**src/core/fwp_defines.svh**
```systemverilog
`ifndef FWP_DEFINES_SVH
`define FWP_DEFINES_SVH

// ----------------------------------------------------------------
// Flash geometry
// ----------------------------------------------------------------
`define FWP_ADDR_W       24
`define FWP_PAGE_LSB     12
`define FWP_PAGE_W       (`FWP_ADDR_W - `FWP_PAGE_LSB)
`define FWP_ROW_LSB      10
`define FWP_ROWS_PER_PG  4
`define FWP_ROW_QUADS    64
`define FWP_ROW_WORDS    256
`define FWP_QUAD_W       128
`define FWP_WORD_W       32
`define FWP_BOOT_PAGES   8
`define FWP_BOOT_IDX_W   3

// ----------------------------------------------------------------
// Protection register fields and reset values
// ----------------------------------------------------------------
`define FWP_LOCK_BIT     31
`define FWP_BOOT_RST     8'hff
`define FWP_BELOW_RST    12'h000
`define FWP_ABOVE_RST    12'hfff

// ----------------------------------------------------------------
// Bus encodings
// ----------------------------------------------------------------
`define FWP_HTRANS_IDLE  2'h0
`define FWP_HTRANS_NSEQ  2'h2
`define FWP_HSIZE_WORD   3'h2
`define FWP_HBURST_SGL   3'h0

`endif

```
**src/core/fwp_pkg.sv**
```systemverilog
package fwp_pkg;

  typedef enum logic [1:0] {
    op_row,
    op_quad,
    op_word,
    op_erase
  } fwp_op_type;

  typedef enum logic [1:0] {
    st_idle,
    st_fetch_addr,
    st_fetch_data,
    st_flash
  } fwp_state_type;

endpackage : fwp_pkg

```
**src/core/fwp_protect_check.sv**
```systemverilog
`timescale 1ns/1ps
`default_nettype none
`include "fwp_defines.svh"

module fwp_protect_check
  import fwp_pkg::*;
(
  // Target of the operation
  input  wire logic [`FWP_ADDR_W-1:0]     addr,
  input  wire logic                       in_boot,
  // Protection settings
  input  wire logic [`FWP_BOOT_PAGES-1:0] boot_prot,
  input  wire logic [`FWP_PAGE_W-1:0]     below_page,
  input  wire logic [`FWP_PAGE_W-1:0]     above_page,
  // Verdict
  output logic                            prot_hit
);

  logic [`FWP_BOOT_PAGES-1:0] boot_hit;
  logic [`FWP_PAGE_W-1:0]     page;
  logic                       prog_hit;

  assign page = addr[`FWP_ADDR_W-1:`FWP_PAGE_LSB];

  genvar i;
  for (i = 0; i < `FWP_BOOT_PAGES; i++) begin : g_boot
    assign boot_hit[i] = boot_prot[i] &&
      (addr[`FWP_PAGE_LSB +: `FWP_BOOT_IDX_W] == `FWP_BOOT_IDX_W'(i));
  end

  // All ones in the upper bound means the bound is switched off, so
  // the topmost page is not caught by its own reset value.
  assign prog_hit = (page < below_page) ||
                    ((page >= above_page) && !(&above_page));

  assign prot_hit = in_boot ? (|boot_hit) : prog_hit;

endmodule : fwp_protect_check

`default_nettype wire

```
**src/core/fwp_flash_ctrl.sv**
```systemverilog
`timescale 1ns/1ps
`default_nettype none
`include "fwp_defines.svh"

// Function
// Erase always covers one whole page
// Page is four rows; row is 64 quads
// Program by row, quad word, or word
// Flash accessed 128 bits; row is 1 KB
// Commands and configuration come through ports
// Row data fetched from SRAM as initiator
// Per-page boot protect, all protected after reset
// Software unprotects boot pages before programming
// Boot lock set by reset, clear-only
// Boot protect writes need key unlock
// Program pages below bound are protected
// Program pages at-or-above bound are protected
// Bounds ignore low 12 address bits
// Bounds reset to no protection
// Program lock clear-only, freezes both bounds
// Program bound writes need key unlock
// Serves self-programming and debug requests
// Protected targets are refused, flash untouched
module fwp_flash_ctrl
  import fwp_pkg::*;
(
  // Clock, reset, enable
  input  wire logic                     clk,
  input  wire logic                     rst_n,
  input  wire logic                     ce,
  // Protection settings
  input  wire logic                     key_unlocked,
  input  wire logic                     wr_boot,
  input  wire logic                     wr_below,
  input  wire logic                     wr_above,
  input  wire logic [31:0]              wr_data,
  output logic      [31:0]              boot_rd,
  output logic      [31:0]              below_rd,
  output logic      [31:0]              above_rd,
  output logic                          wr_refused,
  // Operation requests
  input  wire logic                     runtime_self_programming_start,
  input  wire logic                     dsu_start,
  input  wire fwp_op_type               op_kind,
  input  wire logic                     op_boot,
  input  wire logic [`FWP_ADDR_W-1:0]   op_addr,
  input  wire logic [`FWP_QUAD_W-1:0]   op_wdata,
  input  wire logic [31:0]              op_src_addr,
  output logic                          op_busy,
  output logic                          op_done,
  output logic                          op_refused,
  output logic                          op_error,
  output logic                          op_by_debug,
  // SRAM fetch initiator
  output logic      [31:0]              haddr,
  output logic      [1:0]               htrans,
  output logic      [2:0]               hsize,
  output logic      [2:0]               hburst,
  output logic                          hwrite,
  input  wire logic [31:0]              hrdata,
  input  wire logic                     hready,
  input  wire logic                     hresp,
  // Flash array
  output logic                          flash_req,
  output fwp_op_type                    flash_cmd,
  output logic      [`FWP_ADDR_W-1:0]   flash_addr,
  output logic      [`FWP_QUAD_W-1:0]   flash_wdata,
  output logic      [3:0]               flash_wmask,
  input  wire logic                     flash_ack
);

  // ----------------------------------------------------------------
  // Protection registers
  // ----------------------------------------------------------------
  logic                       boot_lock;
  logic [`FWP_BOOT_PAGES-1:0] boot_prot;
  logic                       below_lock;
  logic                       above_lock;
  logic [`FWP_PAGE_W-1:0]     below_page;
  logic [`FWP_PAGE_W-1:0]     above_page;
  logic                       prog_open;
  logic                       boot_wr_ok;
  logic                       below_wr_ok;
  logic                       above_wr_ok;

  assign prog_open   = below_lock && above_lock;
  assign boot_wr_ok  = wr_boot && key_unlocked && boot_lock;
  assign below_wr_ok = wr_below && key_unlocked && prog_open;
  assign above_wr_ok = wr_above && key_unlocked && prog_open;
  assign wr_refused  = ce && ((wr_boot && !boot_wr_ok) ||
                              (wr_below && !below_wr_ok) ||
                              (wr_above && !above_wr_ok));

  // Locks can only go from set to clear; a one written later is lost.
  always_ff @(posedge clk or negedge rst_n) begin
    if (!rst_n) begin
      boot_lock <= 1'b1;
      boot_prot <= `FWP_BOOT_RST;
    end else if (ce && boot_wr_ok) begin
      boot_lock <= boot_lock && wr_data[`FWP_LOCK_BIT];
      boot_prot <= wr_data[`FWP_BOOT_PAGES-1:0];
    end
  end

  always_ff @(posedge clk or negedge rst_n) begin
    if (!rst_n) begin
      below_lock <= 1'b1;
      below_page <= `FWP_BELOW_RST;
    end else if (ce && below_wr_ok) begin
      below_lock <= wr_data[`FWP_LOCK_BIT];
      below_page <= wr_data[`FWP_ADDR_W-1:`FWP_PAGE_LSB];
    end
  end

  always_ff @(posedge clk or negedge rst_n) begin
    if (!rst_n) begin
      above_lock <= 1'b1;
      above_page <= `FWP_ABOVE_RST;
    end else if (ce && above_wr_ok) begin
      above_lock <= wr_data[`FWP_LOCK_BIT];
      above_page <= wr_data[`FWP_ADDR_W-1:`FWP_PAGE_LSB];
    end
  end

  assign boot_rd  = {boot_lock, {(31-`FWP_BOOT_PAGES){1'b0}}, boot_prot};
  assign below_rd = {below_lock, {(31-`FWP_ADDR_W){1'b0}}, below_page,
                     {`FWP_PAGE_LSB{1'b0}}};
  assign above_rd = {above_lock, {(31-`FWP_ADDR_W){1'b0}}, above_page,
                     {`FWP_PAGE_LSB{1'b0}}};

  // ----------------------------------------------------------------
  // Request acceptance
  // ----------------------------------------------------------------
  fwp_state_type         state;
  fwp_state_type         next_state;
  logic                  prot_hit;
  logic                  start_any;
  logic                  accept;
  logic                  refuse;
  logic [`FWP_ADDR_W-1:0] req_addr;
  logic [31:0]           src_addr;
  logic [5:0]            quad_cnt;
  logic [1:0]            word_cnt;
  logic                  is_row;
  logic                  last_quad;
  logic                  word_in;
  logic                  quad_full;
  logic                  flash_fin;

  fwp_protect_check u_check (
    .addr       (op_addr),
    .in_boot    (op_boot),
    .boot_prot  (boot_prot),
    .below_page (below_page),
    .above_page (above_page),
    .prot_hit   (prot_hit)
  );

  // Requests arriving while busy are dropped; the debug port wins a tie.
  assign start_any = (runtime_self_programming_start || dsu_start) && (state == st_idle);
  assign accept    = start_any && !prot_hit;
  assign refuse    = start_any && prot_hit;
  assign is_row    = (flash_cmd == op_row);
  assign last_quad = (quad_cnt == 6'(`FWP_ROW_QUADS - 1));
  assign word_in   = (state == st_fetch_data) && hready && !hresp;
  assign quad_full = word_in && (word_cnt == 2'h3);
  assign flash_fin = (state == st_flash) && flash_ack;

  // ----------------------------------------------------------------
  // Sequencer
  // ----------------------------------------------------------------
  always_comb begin
    next_state = state;
    unique case (state)
      st_idle: begin
        if (accept) begin
          next_state = (op_kind == op_row) ? st_fetch_addr : st_flash;
        end
      end
      st_fetch_addr: begin
        if (hready) begin
          next_state = st_fetch_data;
        end
      end
      st_fetch_data: begin
        if (hready) begin
          if (hresp) begin
            next_state = st_idle;
          end else if (word_cnt == 2'h3) begin
            next_state = st_flash;
          end else begin
            next_state = st_fetch_addr;
          end
        end
      end
      st_flash: begin
        if (flash_ack) begin
          next_state = (is_row && !last_quad) ? st_fetch_addr : st_idle;
        end
      end
    endcase
  end

  always_ff @(posedge clk or negedge rst_n) begin
    if (!rst_n) begin
      state <= st_idle;
    end else if (ce) begin
      state <= next_state;
    end
  end

  // ----------------------------------------------------------------
  // Operation latch and status pulses
  // ----------------------------------------------------------------
  always_ff @(posedge clk or negedge rst_n) begin
    if (!rst_n) begin
      flash_cmd   <= op_row;
      req_addr    <= '0;
      src_addr    <= '0;
      op_by_debug <= 1'b0;
    end else if (ce && accept) begin
      flash_cmd   <= op_kind;
      req_addr    <= op_addr;
      src_addr    <= op_src_addr;
      op_by_debug <= dsu_start;
    end
  end

  always_ff @(posedge clk or negedge rst_n) begin
    if (!rst_n) begin
      op_done    <= 1'b0;
      op_refused <= 1'b0;
      op_error   <= 1'b0;
    end else if (ce) begin
      op_done    <= flash_fin && (!is_row || last_quad);
      op_refused <= refuse;
      op_error   <= (state == st_fetch_data) && hready && hresp;
    end
  end

  assign op_busy = (state != st_idle);

  // ----------------------------------------------------------------
  // Row fetch from SRAM, one word per single transfer
  // ----------------------------------------------------------------
  // Single transfers trade throughput for a trivially simple initiator.
  always_ff @(posedge clk or negedge rst_n) begin
    if (!rst_n) begin
      quad_cnt <= '0;
      word_cnt <= '0;
    end else if (ce) begin
      if (accept) begin
        quad_cnt <= '0;
        word_cnt <= '0;
      end else begin
        if (word_in) begin
          word_cnt <= word_cnt + 2'h1;
        end
        if (flash_fin) begin
          quad_cnt <= quad_cnt + 6'h1;
        end
      end
    end
  end

  assign haddr  = src_addr + {22'h0, quad_cnt, word_cnt, 2'b00};
  assign htrans = (state == st_fetch_addr) ? `FWP_HTRANS_NSEQ
                                           : `FWP_HTRANS_IDLE;
  assign hsize  = `FWP_HSIZE_WORD;
  assign hburst = `FWP_HBURST_SGL;
  assign hwrite = 1'b0;

  // ----------------------------------------------------------------
  // Flash command outputs
  // ----------------------------------------------------------------
  assign flash_req = (state == st_flash);

  always_ff @(posedge clk or negedge rst_n) begin
    if (!rst_n) begin
      flash_addr  <= '0;
      flash_wdata <= '0;
      flash_wmask <= 4'h0;
    end else if (ce) begin
      if (accept) begin
        unique case (op_kind)
          op_row: begin
            flash_addr  <= {op_addr[`FWP_ADDR_W-1:`FWP_ROW_LSB],
                            {`FWP_ROW_LSB{1'b0}}};
            flash_wmask <= 4'hf;
          end
          op_quad: begin
            flash_addr  <= {op_addr[`FWP_ADDR_W-1:4], 4'h0};
            flash_wdata <= op_wdata;
            flash_wmask <= 4'hf;
          end
          op_word: begin
            flash_addr  <= {op_addr[`FWP_ADDR_W-1:2], 2'b00};
            flash_wdata <= {4{op_wdata[`FWP_WORD_W-1:0]}};
            flash_wmask <= 4'h1 << op_addr[3:2];
          end
          op_erase: begin
            flash_addr  <= {op_addr[`FWP_ADDR_W-1:`FWP_PAGE_LSB],
                            {`FWP_PAGE_LSB{1'b0}}};
            flash_wmask <= 4'h0;
          end
        endcase
      end else begin
        if (word_in) begin
          flash_wdata[word_cnt*`FWP_WORD_W +: `FWP_WORD_W] <= hrdata;
        end
        if (quad_full) begin
          flash_addr <= {req_addr[`FWP_ADDR_W-1:`FWP_ROW_LSB], quad_cnt, 4'h0};
        end
      end
    end
  end
endmodule : fwp_flash_ctrl

`default_nettype wire

```
**config.mk**
```make
export PLATFORM = sky130hd
export DESIGN_NAME = fwp_flash_ctrl
export DESIGN_NICKNAME = d
export VERILOG_FILES = /design/src/core/fwp_pkg.sv /design/src/core/fwp_protect_check.sv /design/src/core/fwp_flash_ctrl.sv
export VERILOG_INCLUDE_DIRS = /design/src /design/src/core
export SDC_FILE = /design/constraint.sdc
export NUM_CORES = 1
export LEC_CHECK = 0
export BUFFER_PORTS_ARGS = -buffer_cell sky130_fd_sc_hd__buf_2
export CORE_AREA = 2 2 217 219
export CTS_BUF_LIST = sky130_fd_sc_hd__clkbuf_4
export DETAILED_ROUTE_END_ITERATION = 8
export DIE_AREA = 0 0 219 221
export GPL_ROUTABILITY_DRIVEN = 0
export PLACE_DENSITY = 0.62
export SLEW_MARGIN = 25
export SYNTH_ARGS = -nofsm -noshare
export SYNTH_HDL_FRONTEND = slang
export SYNTH_SLANG_ARGS = --single-unit
```
**constraint.sdc**
```tcl
create_clock -name clk -period 3.3 [get_ports clk]
set_clock_uncertainty 0.15 [all_clocks]
set_input_delay 0.165 -clock clk [delete_from_list [all_inputs] [get_ports clk]]
set_output_delay 0.165 -clock clk [all_outputs]
set_load 0.02 [all_outputs]
```
Word-level counts from Yosys, hierarchy flattened:

Cells that the tools add are included.

* bits in registers: 263
* input bits: 263
* output and inout bits: 302
* logic and storage cells: 136

* $add $sub $neg: 4
* magnitude comparators: 2
* equal/unequal tests: 20
* shifts and indexed selects: 3
* multiplexer cells: 23
* reductions and logical operators: 65

Operators with widths (count)
* 2-to-1 mux 128 bit: 2
* one-hot mux 128 bit (2 select lines): 1
* bitwise mux 128 bit: 1
* variable shift 32 x 34 -> 128 bit, first input constant: 1
* indexed part select 32 x 34 -> 128 bit: 1
* one-hot mux 24 bit (4 select lines): 1
* 2-to-1 mux 24 bit: 2
* logical AND 1 bit: 35
* negator 7 -> 34 bit: 1
* adder 32 x 10 -> 32 bit: 1
* 2-to-1 mux 2 bit: 10
* equality test 3 bit, second input constant: 4
* greater-or-equal comparator 12 bit: 1
* less-than comparator 12 bit: 1
* 2-to-1 mux 6 bit: 2
* one-hot mux 4 bit (3 select lines): 1
* AND reduction 12 bit: 1
* equality test 2 bit, second input constant: 5
* logical NOT 1 bit: 8
* one-hot mux 2 bit (4 select lines): 1
* AND reduction 2 bit: 4
* nonzero test 2 bit: 4
* OR reduction 8 bit: 1
* adder 6 x 1 -> 6 bit, second input constant: 1
* other kinds (16): 27

Depth between registers and ports, before layout:

Gate-level depths: netlist of the first run.

* depth in word-level cells: 9
* gate-level depth with buffers: 11
* depth with buffers taken out: 10

By module:

A second synthesis of the first run with hierarchy kept.

* cells, all modules: 1525
* area, all modules: 14013.4 um^2

Modules (own cells, without submodules)
* fwp_flash_ctrl: times used 1, cells each 1438, area an instance 13345.3 um^2, seq. area each 6309.8 um^2
* fwp_protect_check: times used 1, cells each 87, area an instance 668.1 um^2, seq. area each 0.0 um^2

Worst setup path before layout of the first run:

No wires, ideal clock.

* path kind: reg2reg
* start point: reg above_page[10]
* end point: reg flash_addr[10]
* library setup time: 0.125 ns
* arrival: 2.967 ns
* data required time: 3.025 ns
* slack: 0.058 ns
* cell stages (with the launch flop): 11
* buffers on the path: 1
* period minus slack after synthesis: 3.242 ns
* path through: dfstp_2 > inv_1 > ha_1 > and4_1 > nand2_1 > a221o_1 > a311oi_1 > nor3_4 > a22oi_1 > buf_2 > mux2_2

* cells in the longest elaborated chain, start to end: 9
* elaborated cells between the ends (all ways): 11
* those cells by class: 1 x order compare; 2 x mux; 8 x reduce/logical

RTL lines
* start: declaration: RTL line fwp_flash_ctrl.sv:80 `` logic [`FWP_PAGE_W-1:0] above_page; ``
* start signal: assignment: RTL line fwp_flash_ctrl.sv:118 `` above_page <= `FWP_ABOVE_RST; ``
* start signal: assignment: RTL line fwp_flash_ctrl.sv:121 `` above_page <= wr_data[`FWP_ADDR_W-1:`FWP_PAGE_LSB]; ``
* branches (longest 2 deep; another with greater-or-equal comparator 12 bit)
* logical AND 1 bit (*): RTL line fwp_protect_check.sv:34 `((page >= above_page) && !(&above_page));`
* logical OR 1 bit (*): RTL line fwp_protect_check.sv:33 `assign prog_hit = (page < below_page) ||`
* 2-to-1 mux 1 bit (*): RTL line fwp_protect_check.sv:36 `assign prot_hit = in_boot ? (|boot_hit) : prog_hit;`
* logical NOT 1 bit (*): RTL line fwp_flash_ctrl.sv:161 `assign accept = start_any && !prot_hit;`
* logical AND 1 bit (*): RTL line fwp_flash_ctrl.sv:161
* nonzero test 2 bit (no source line)
* AND reduction 2 bit (no source line)
* end signal: assignment: RTL line fwp_flash_ctrl.sv:287 `` flash_addr <= {op_addr[`FWP_ADDR_W-1:`FWP_ROW_LSB], ``
* end signal: assignment: RTL line fwp_flash_ctrl.sv:292 `` flash_addr <= {op_addr[`FWP_ADDR_W-1:4], 4'h0}; ``
* end signal: assignment: RTL line fwp_flash_ctrl.sv:297 `` flash_addr <= {op_addr[`FWP_ADDR_W-1:2], 2'b00}; ``
* end: declaration: RTL line fwp_flash_ctrl.sv:66 `` output logic [`FWP_ADDR_W-1:0] flash_addr, ``

Mark *: on every way between the ends.
A chain may end at the register's enable or synchronous reset.

Worst setup path in the final report of the first run:

* start point: reg word_cnt[0]
* end point: out haddr[12]

* cells in the longest elaborated chain, start to end: 1

RTL lines
* start: declaration: RTL line fwp_flash_ctrl.sv:143 `logic [1:0] word_cnt;`
* start signal: assignment: RTL line fwp_flash_ctrl.sv:257 `word_cnt <= word_cnt + 2'h1;`
* adder 32 x 10 -> 32 bit: RTL line fwp_flash_ctrl.sv:266 `assign haddr = src_addr + {22'h0, quad_cnt, word_cnt, 2'b00};`
* end: declaration: RTL line fwp_flash_ctrl.sv:55 `output logic [31:0] haddr,`

Every way passes these cells.

==> flow_metrics.tcl, run 1 <==
set metrics [dict create \
    syn_to_final_growth_pct 61.20 \
    setup_ws_ps -191.1 \
    drt-wirelength-per-cell_um 19.31 \
    swShare_pct 41.03 \
    ys_warn_count 0 \
    critPathBufInv 3 \
    die_width_um 219 \
    drcViolationCount 0 \
    seqCellArea_sq_um 6312 \
    crit_family "compound AO/OA/AOI/OAI gates" \
    fin_nets 2609 \
    yosys-top-cells-area "dfrtp_1 (39%), mux2_2 (17%), mux2i_1 (7.0%)" \
    vias_per_cell 4.923 \
    cts_tree "built" \
    syn_area_sq_um 14650 \
    synth_ff_type "dfrtp_1" \
    ys_ff_latch 251 \
    fin_crit_sh_pct 105.8 \
    ys_seq_area_share_pct 43.07 \
    first_pass_iters 5 \
    num_vias 14660 \
    crit_start "word_cnt[0]" \
    multiInputGateArea_sq_um 7765 \
    yosysTopAreaCell "dfrtp_1" \
    timing.rr.start "above_page[8]" \
    end_kind "primary output" \
    cts_max_level 3 \
    drt_iter0_drc 736 \
    critPathMaxStageDelay_ps 400 \
    grt_pass1_wl_um 87090 \
    path_max_fanout 6 \
    netlist.area_leader.share_pct 38.94 \
    grt_use_met3_pct 5.718 \
    arrival_ps 3180 \
    worstPathCellList "ha_4 -> inv_2 -> fa_2 -> nor2b_2 -> o21ai_2 -> a21boi_2 -> o21ai_2 -> a21oi_2 -> buf_6 -> o211ai_1 -> xnor2_1 -> buf_2" \
    hold_path.class "in2reg" \
    place_inst 2400 \
    port_buffers 480 \
    rsz0062_at_grt "true" \
    power.density_nw_per_um2 683.3 \
    start_util_pct 31.81 \
    r2r-end "flash_addr[7]" \
    cts_made_buffers 77 \
    whs_path_depth 3 \
    maxCapViolCount 0 \
    slowest_stage "dfrtp_2" \
    stdcell_count 2978 \
    power_frac_clock_pct 20.1 \
    violations "setup timing" \
    die-area_sq_um 48400 \
    clockRootBuffer "clkbuf_4" \
    setup_tns_ps -1349 \
    leakagePower_uw 0.01135 \
    die_h_um 221 \
    relSlewSlack_pct 49.67 \
    hold_viol 0 \
    holdWs_ps 83.77 \
    async_reset_ff_share_pct 100.0 \
    final_area_sq_um 23620 \
    io_pins 565 \
    hold_start "op_addr[2]" \
    cp.required_ps 2980 \
    cts_max_path_buffers 3 \
    synth_most_common_cell "dfrtp_1" \
    grt_max_degree 78 \
    clk_latency_ps 810 \
    ant_nets 0 \
    worst-slew-pin-transition_ps 754.9 \
    fin_crit_ps 3491 \
    rrSetupSlack_ps -20 \
    synthCells 1347 \
    max_freq_mhz 286.4 \
    synth.distinct_cells 55 \
    power_uw 16140 \
    pwr-share-seq_pct 31.2 \
    hold_path_end "flash_addr[2]" \
    nFillCells 3926 \
    drive_above_1_share_pct 41.79 \
    p_comb_share_pct 48.8 \
    grtUsageTotal_pct 23.25 \
    antenna_found_initial 3 \
    setup_viol 24 \
    peakVddDrop_v 0.0004880 \
    syn-mean-instance-area_sq_um 10.88 \
    finalWirelength_um 57510 \
    r2r_cells 14 \
    synth-edff-count 0 \
    place_area_sq_um 17860 \
    worst_path_most_repeated_cell "o21ai_2" \
    cp-start-kind "register" \
    place_hpwl_um 35650 \
    grt_busiest_layer "met2" \
    p_int_uw 9515 \
    core_sq_um 46060 \
    fp-row-count 79 \
    gr-total-overflow 0 \
    grt.met1_usage_pct 25.99 \
    path_clk_slew_ps 60 \
    final-max-slew-violation-count 0 \
    grt_pass1_vias 15810 \
    path_class "reg2out" \
    ys_top_cells_by_count "dfrtp_1 (228), mux2_2 (226), nand2_1 (128), a21oi_1 (112), mux2i_1 (102)" \
    p_switching_uw 6621 \
    clock-sinks 251 \
    outcome "finished, violations left" \
    met2_usage_pct 40.08 \
]
[power groups by stage]
stage / registers (uW) / clock network [uW] / logic, uW
final: 5030 / 3240 / 7870
after global routing: 5170 / 3530 / 8310
after CTS: 4990 / 3320 / 7660
after detailed placement: 5020 / 0 / 6970
after global placement: 4960 / 0 / 6890
after floorplan: 5900 / 0 / 3400
[worst reg2reg max path, stage by stage, from the launching register on]
cell and delay, ps:
dfstp_2 580, inv_2 50, ha_4 250, and4_4 210, nand2_2 40, a221o_1 280
a311oi_2 270, buf_4 190, nor3_4 50, buf_6 140, buf_12 130, a22oi_2 230
buf_6 170, buf_12 130, mux2_4 300
[layout make-up]
| type | count | share of cell area [%] |
|---|---|---|
| Antenna cell | 7 | 0.07417 |
| Clock buffer | 116 | 3.687 |
| Clock inverter | 19 | 0.5934 |
| Inverter | 45 | 0.7152 |
| Multi-Input combinational cell | 965 | 32.88 |
| Sequential cell | 251 | 26.73 |
| Tap cell | 607 | 3.216 |
| Timing Repair Buffer | 968 | 32.11 |
[logic make-up (layout without fill, tap and decap cells)]
family,after synthesis,after routing,share of synthesized area (%)
AO/OA/AOI/OAI,211,211,9.130
XOR/XNOR,31,31,1.853
adder cells (fa/ha/maj),38,38,3.297
buffers and inverters,200,1148,7.558
flip-flops,251,251,43.07
multiplexers,349,349,26.11
other,2,78,0.05126
AND/OR/NAND/NOR,265,265,8.933
[timing repair]
action / CTS / global route
cloned: 6 / 1
hold buffers: 411 / 0
resized for setup: 42 / 46
setup endpoints to repair: 221 / 215
buffers inserted: 17 / 6
hold endpoints to repair: 502 / 0
pin swaps: 14 / 14
[worst max-delay path by stage]
stage / to / slack (ps) / cells past startpoint
3_5_place_dp: req_addr[16] / -70 / 13
5_1_grt: haddr[14] / -380 / 12
6_report: haddr[12] / -190 / 12
3_3_place_gp: req_addr[11] / -60 / 13
4_1_cts: haddr[14] / -260 / 13
2_1_floorplan: flash_addr[10] / 60 / 10
[flip-flops by register name, indices dropped and copies added, names as in the netlist, 2 cells and up]
register     count
quad_cnt         6
below_page      12
src_addr        32
req_addr        14
boot_prot        8
word_cnt         2
flash_wdata    128
above_page      12
state            2
flash_wmask      4
flash_addr      22
flash_cmd        2
[cell usage in the layout (no fill, tap or decap), types with 33 or more instances in the layout]
cell type	n
dlygate4sd3_1	410
and2_1	36
mux2_2	216
inv_1	38
conb_1	71
clkbuf_4	116
a21oi_1	109
mux2i_1	101
buf_4	52
nand2_1	127
buf_2	467
nor2b_1	33
dfrtp_1	226
[stage by stage]
stage               setup WS [ps]  utilization [%]
global route               -384.6            51.27
detailed placement         -70.87            38.78
finish                     -191.1            51.27
CTS                        -264.5            50.79
global placement           -60.49            38.78
floorplan                   57.99                -
[layer usage]
| layer | share of wire, % | wire, um | up-vias |
|---|---|---|---|
| met4 | 5.6 | 3209 | 0 |
| met5 | 0 | 0 | - |
| met3 | 6.2 | 3588 | 230 |
| met2 | 50 | 28540 | 664 |
| li1 | - | - | 6600 |
| met1 | 39 | 22170 | 7166 |
No activity file was read; power rests on OpenSTA's default activity.
==> run 2, diff against run 1 <==
Settings changed: CELL_PAD_IN_SITES_DETAIL_PLACEMENT from default to 0, CELL_PAD_IN_SITES_GLOBAL_PLACEMENT from default to 2, CORE_AREA 2 2 217 219 to default, CORE_ASPECT_RATIO from default to 0.8, CORE_MARGIN from default to 2, CORE_UTILIZATION from default to 28, DIE_AREA 0 0 219 221 to default, PLACE_DENSITY 0.62 to 0.83.
==> run 2 against run 1 <==
Against the previous run: the run still ends with setup timing left; final area hardly changed; sequential cell count unchanged; largest cell class unchanged; worst hold slack improved by 17 ps; critical endpoint is now haddr[18]; critical path type unchanged; non-clock buffer count is 23 lower; critical path depth unchanged; clock power grew 1%; first-iteration DRC count up 2.3%; highest routed layer unchanged; maximum frequency increased by 1.4%; via count shrank 3.0%; sequential power is essentially flat; sequential share of layout area is essentially flat.
==> flow_metrics.tcl, run 2 (synthesis gave the netlist of run 1 again) <==
set metrics [dict create \
    outcome "finished, violations left" \
    violations "setup timing" \
    grt_pass1_vias 15320 \
    worst-slew-pin-transition_ps 767.7 \
    holdWs_ps 100.4 \
    top_register "flash_wdata" \
    power.density_nw_per_um2 693.4 \
    stdcell_count 3025 \
    clock-sinks 251 \
    clockRootBuffer "clkbuf_4" \
    relSlewSlack_pct 48.82 \
    cp-start-kind "register" \
    grt_max_degree 83 \
    gr-total-overflow 0 \
    nFillCells 4803 \
    fp-row-count 74 \
    rsz0062_at_grt "true" \
    cts_tree "built" \
    place_inst 2482 \
    max_freq_mhz 290.3 \
    layout_common_cells "buf_2 (462), dlygate4sd3_1 (371), dfrtp_1 (227), mux2_2 (209), nand2_1 (127)" \
    end_kind "primary output" \
    drt-wirelength-per-cell_um 19.55 \
    cts_max_path_buffers 3 \
    fin_crit_sh_pct 104.4 \
    fin_nets 2583 \
    grt_pass1_wl_um 88320 \
    grtUsageTotal_pct 20.99 \
    hold_path.class "in2reg" \
    cp.required_ps 2980 \
    drcViolationCount 0 \
    power_uw 16370 \
    place_area_sq_um 17920 \
    ant_nets 0 \
    first_pass_iters 5 \
    die_h_um 208.6 \
    drive_above_1_share_pct 43.07 \
    setup_tns_ps -10550 \
    path_max_fanout 6 \
    cts_max_level 3 \
    syn_to_final_growth_pct 61.18 \
    place_hpwl_um 38140 \
    leakagePower_uw 0.01139 \
    setup_viol 142 \
    final_area_sq_um 23610 \
    final-max-slew-violation-count 0 \
    top_regs "flash_wdata (128), src_addr (32), flash_addr (22)" \
    io_pins 565 \
    fin_crit_ps 3444 \
    die-area_sq_um 54180 \
    arrival_ps 3130 \
    largest_reg_flops 128 \
    start_util_pct 28.51 \
    vias_per_cell 4.702 \
    maxCapViolCount 0 \
    die_width_um 259.7 \
    port_buffers 480 \
    setup_ws_ps -144.3 \
    num_vias 14230 \
    antenna_found_initial 4 \
    clk_latency_ps 810 \
    cts_made_buffers 74 \
    peakVddDrop_v 0.0004800 \
    path_class "reg2out" \
    core_sq_um 51390 \
    path_clk_slew_ps 70 \
    layout_commonest_cell "buf_2" \
    hold_viol 0 \
    finalWirelength_um 59150 \
    drt_iter0_drc 753 \
]
## run 2: cell types whose count changed in the layout (fill, tap and decap cells not counted), moves of 3 or more
cell,change
dlygate4sd3_1,-39
mux2_4,+15
buf_4,+12
mux2_1,-8
mux2_2,-7
clkbuf_16,+6
buf_2,-5
clkbuf_4,-4
buf_12,-3
buf_8,+3
clkinvlp_4,-3
## run 2: layout make-up
type / instances / area, sq um / area share, %
clock inverter: 18 / 148.9 / 0.6305
clock buffer: 112 / 840.8 / 3.561
timing repair buffer: 945 / 7458 / 31.58
sequential: 251 / 6311 / 26.73
inverter: 45 / 168.9 / 0.7153
tap: 684 / 855.8 / 3.624
antenna: 5 / 12.51 / 0.05299
multi-input combinational: 965 / 7818 / 33.11
## run 2: timing repair
action | CTS | global route
hold buffers | 372 | 0
gates cloned | 9 | 7
endpoints found under the hold margin | 487 | 0
gates resized for setup | 97 | 33
setup buffers | 19 | 5
endpoints found under the setup margin | 204 | 214
pin swaps | 19 | 16
## run 2: per-stage QoR
stage,utilization (%),setup WS (ps)
after floorplan,-,57.99
after global placement,34.87,-228.9
after detailed placement,34.87,-198.9
after CTS,45.39,-282.6
after global routing,45.95,-437.9
final,45.95,-144.3
## run 2: worst paths after layout
path / start / to / slack (ps) / depth (start not counted)
max: word_cnt[0] / haddr[18] / -140 / 12
max in group asynchronous: rst_n / flash_wdata[113] / 2050 / 4
max reg2reg: above_page[7] / flash_addr[7] / -130 / 14
min in group asynchronous: rst_n / boot_prot[0] / 400 / 3
min: op_addr[2] / flash_wmask[0] / 100 / 4
min reg2reg: below_lock / below_lock / 320 / 1
## run 2: metal layers
metal / vias up / global-route usage [%] / wire (um)
li1: 6548 / - / -
met1: 7033 / 27.26 / 25890
met2: 523 / 34.24 / 28370
met3: 121 / 4.488 / 3322
met4: 0 / 7.749 / 1569
met5: - / 0 / 0
## run 2: report_power, final
part | switching [uW] | internal (uW)
clock network | 1510 | 1780
registers | 767 | 4230
logic | 4420 | 3670
total | 6690 | 9680
## run 2: critical path, cell delays in order, from the launching register on
cell and delay (ps):
dfrtp_1 380, ha_2 200, inv_2 40, fa_2 350, nor2b_2 130, o21ai_2 70, a21boi_2 170, o21ai_2 90
a21oi_2 180, buf_6 170, o2111ai_2 140, xnor2_1 220, buf_4 170
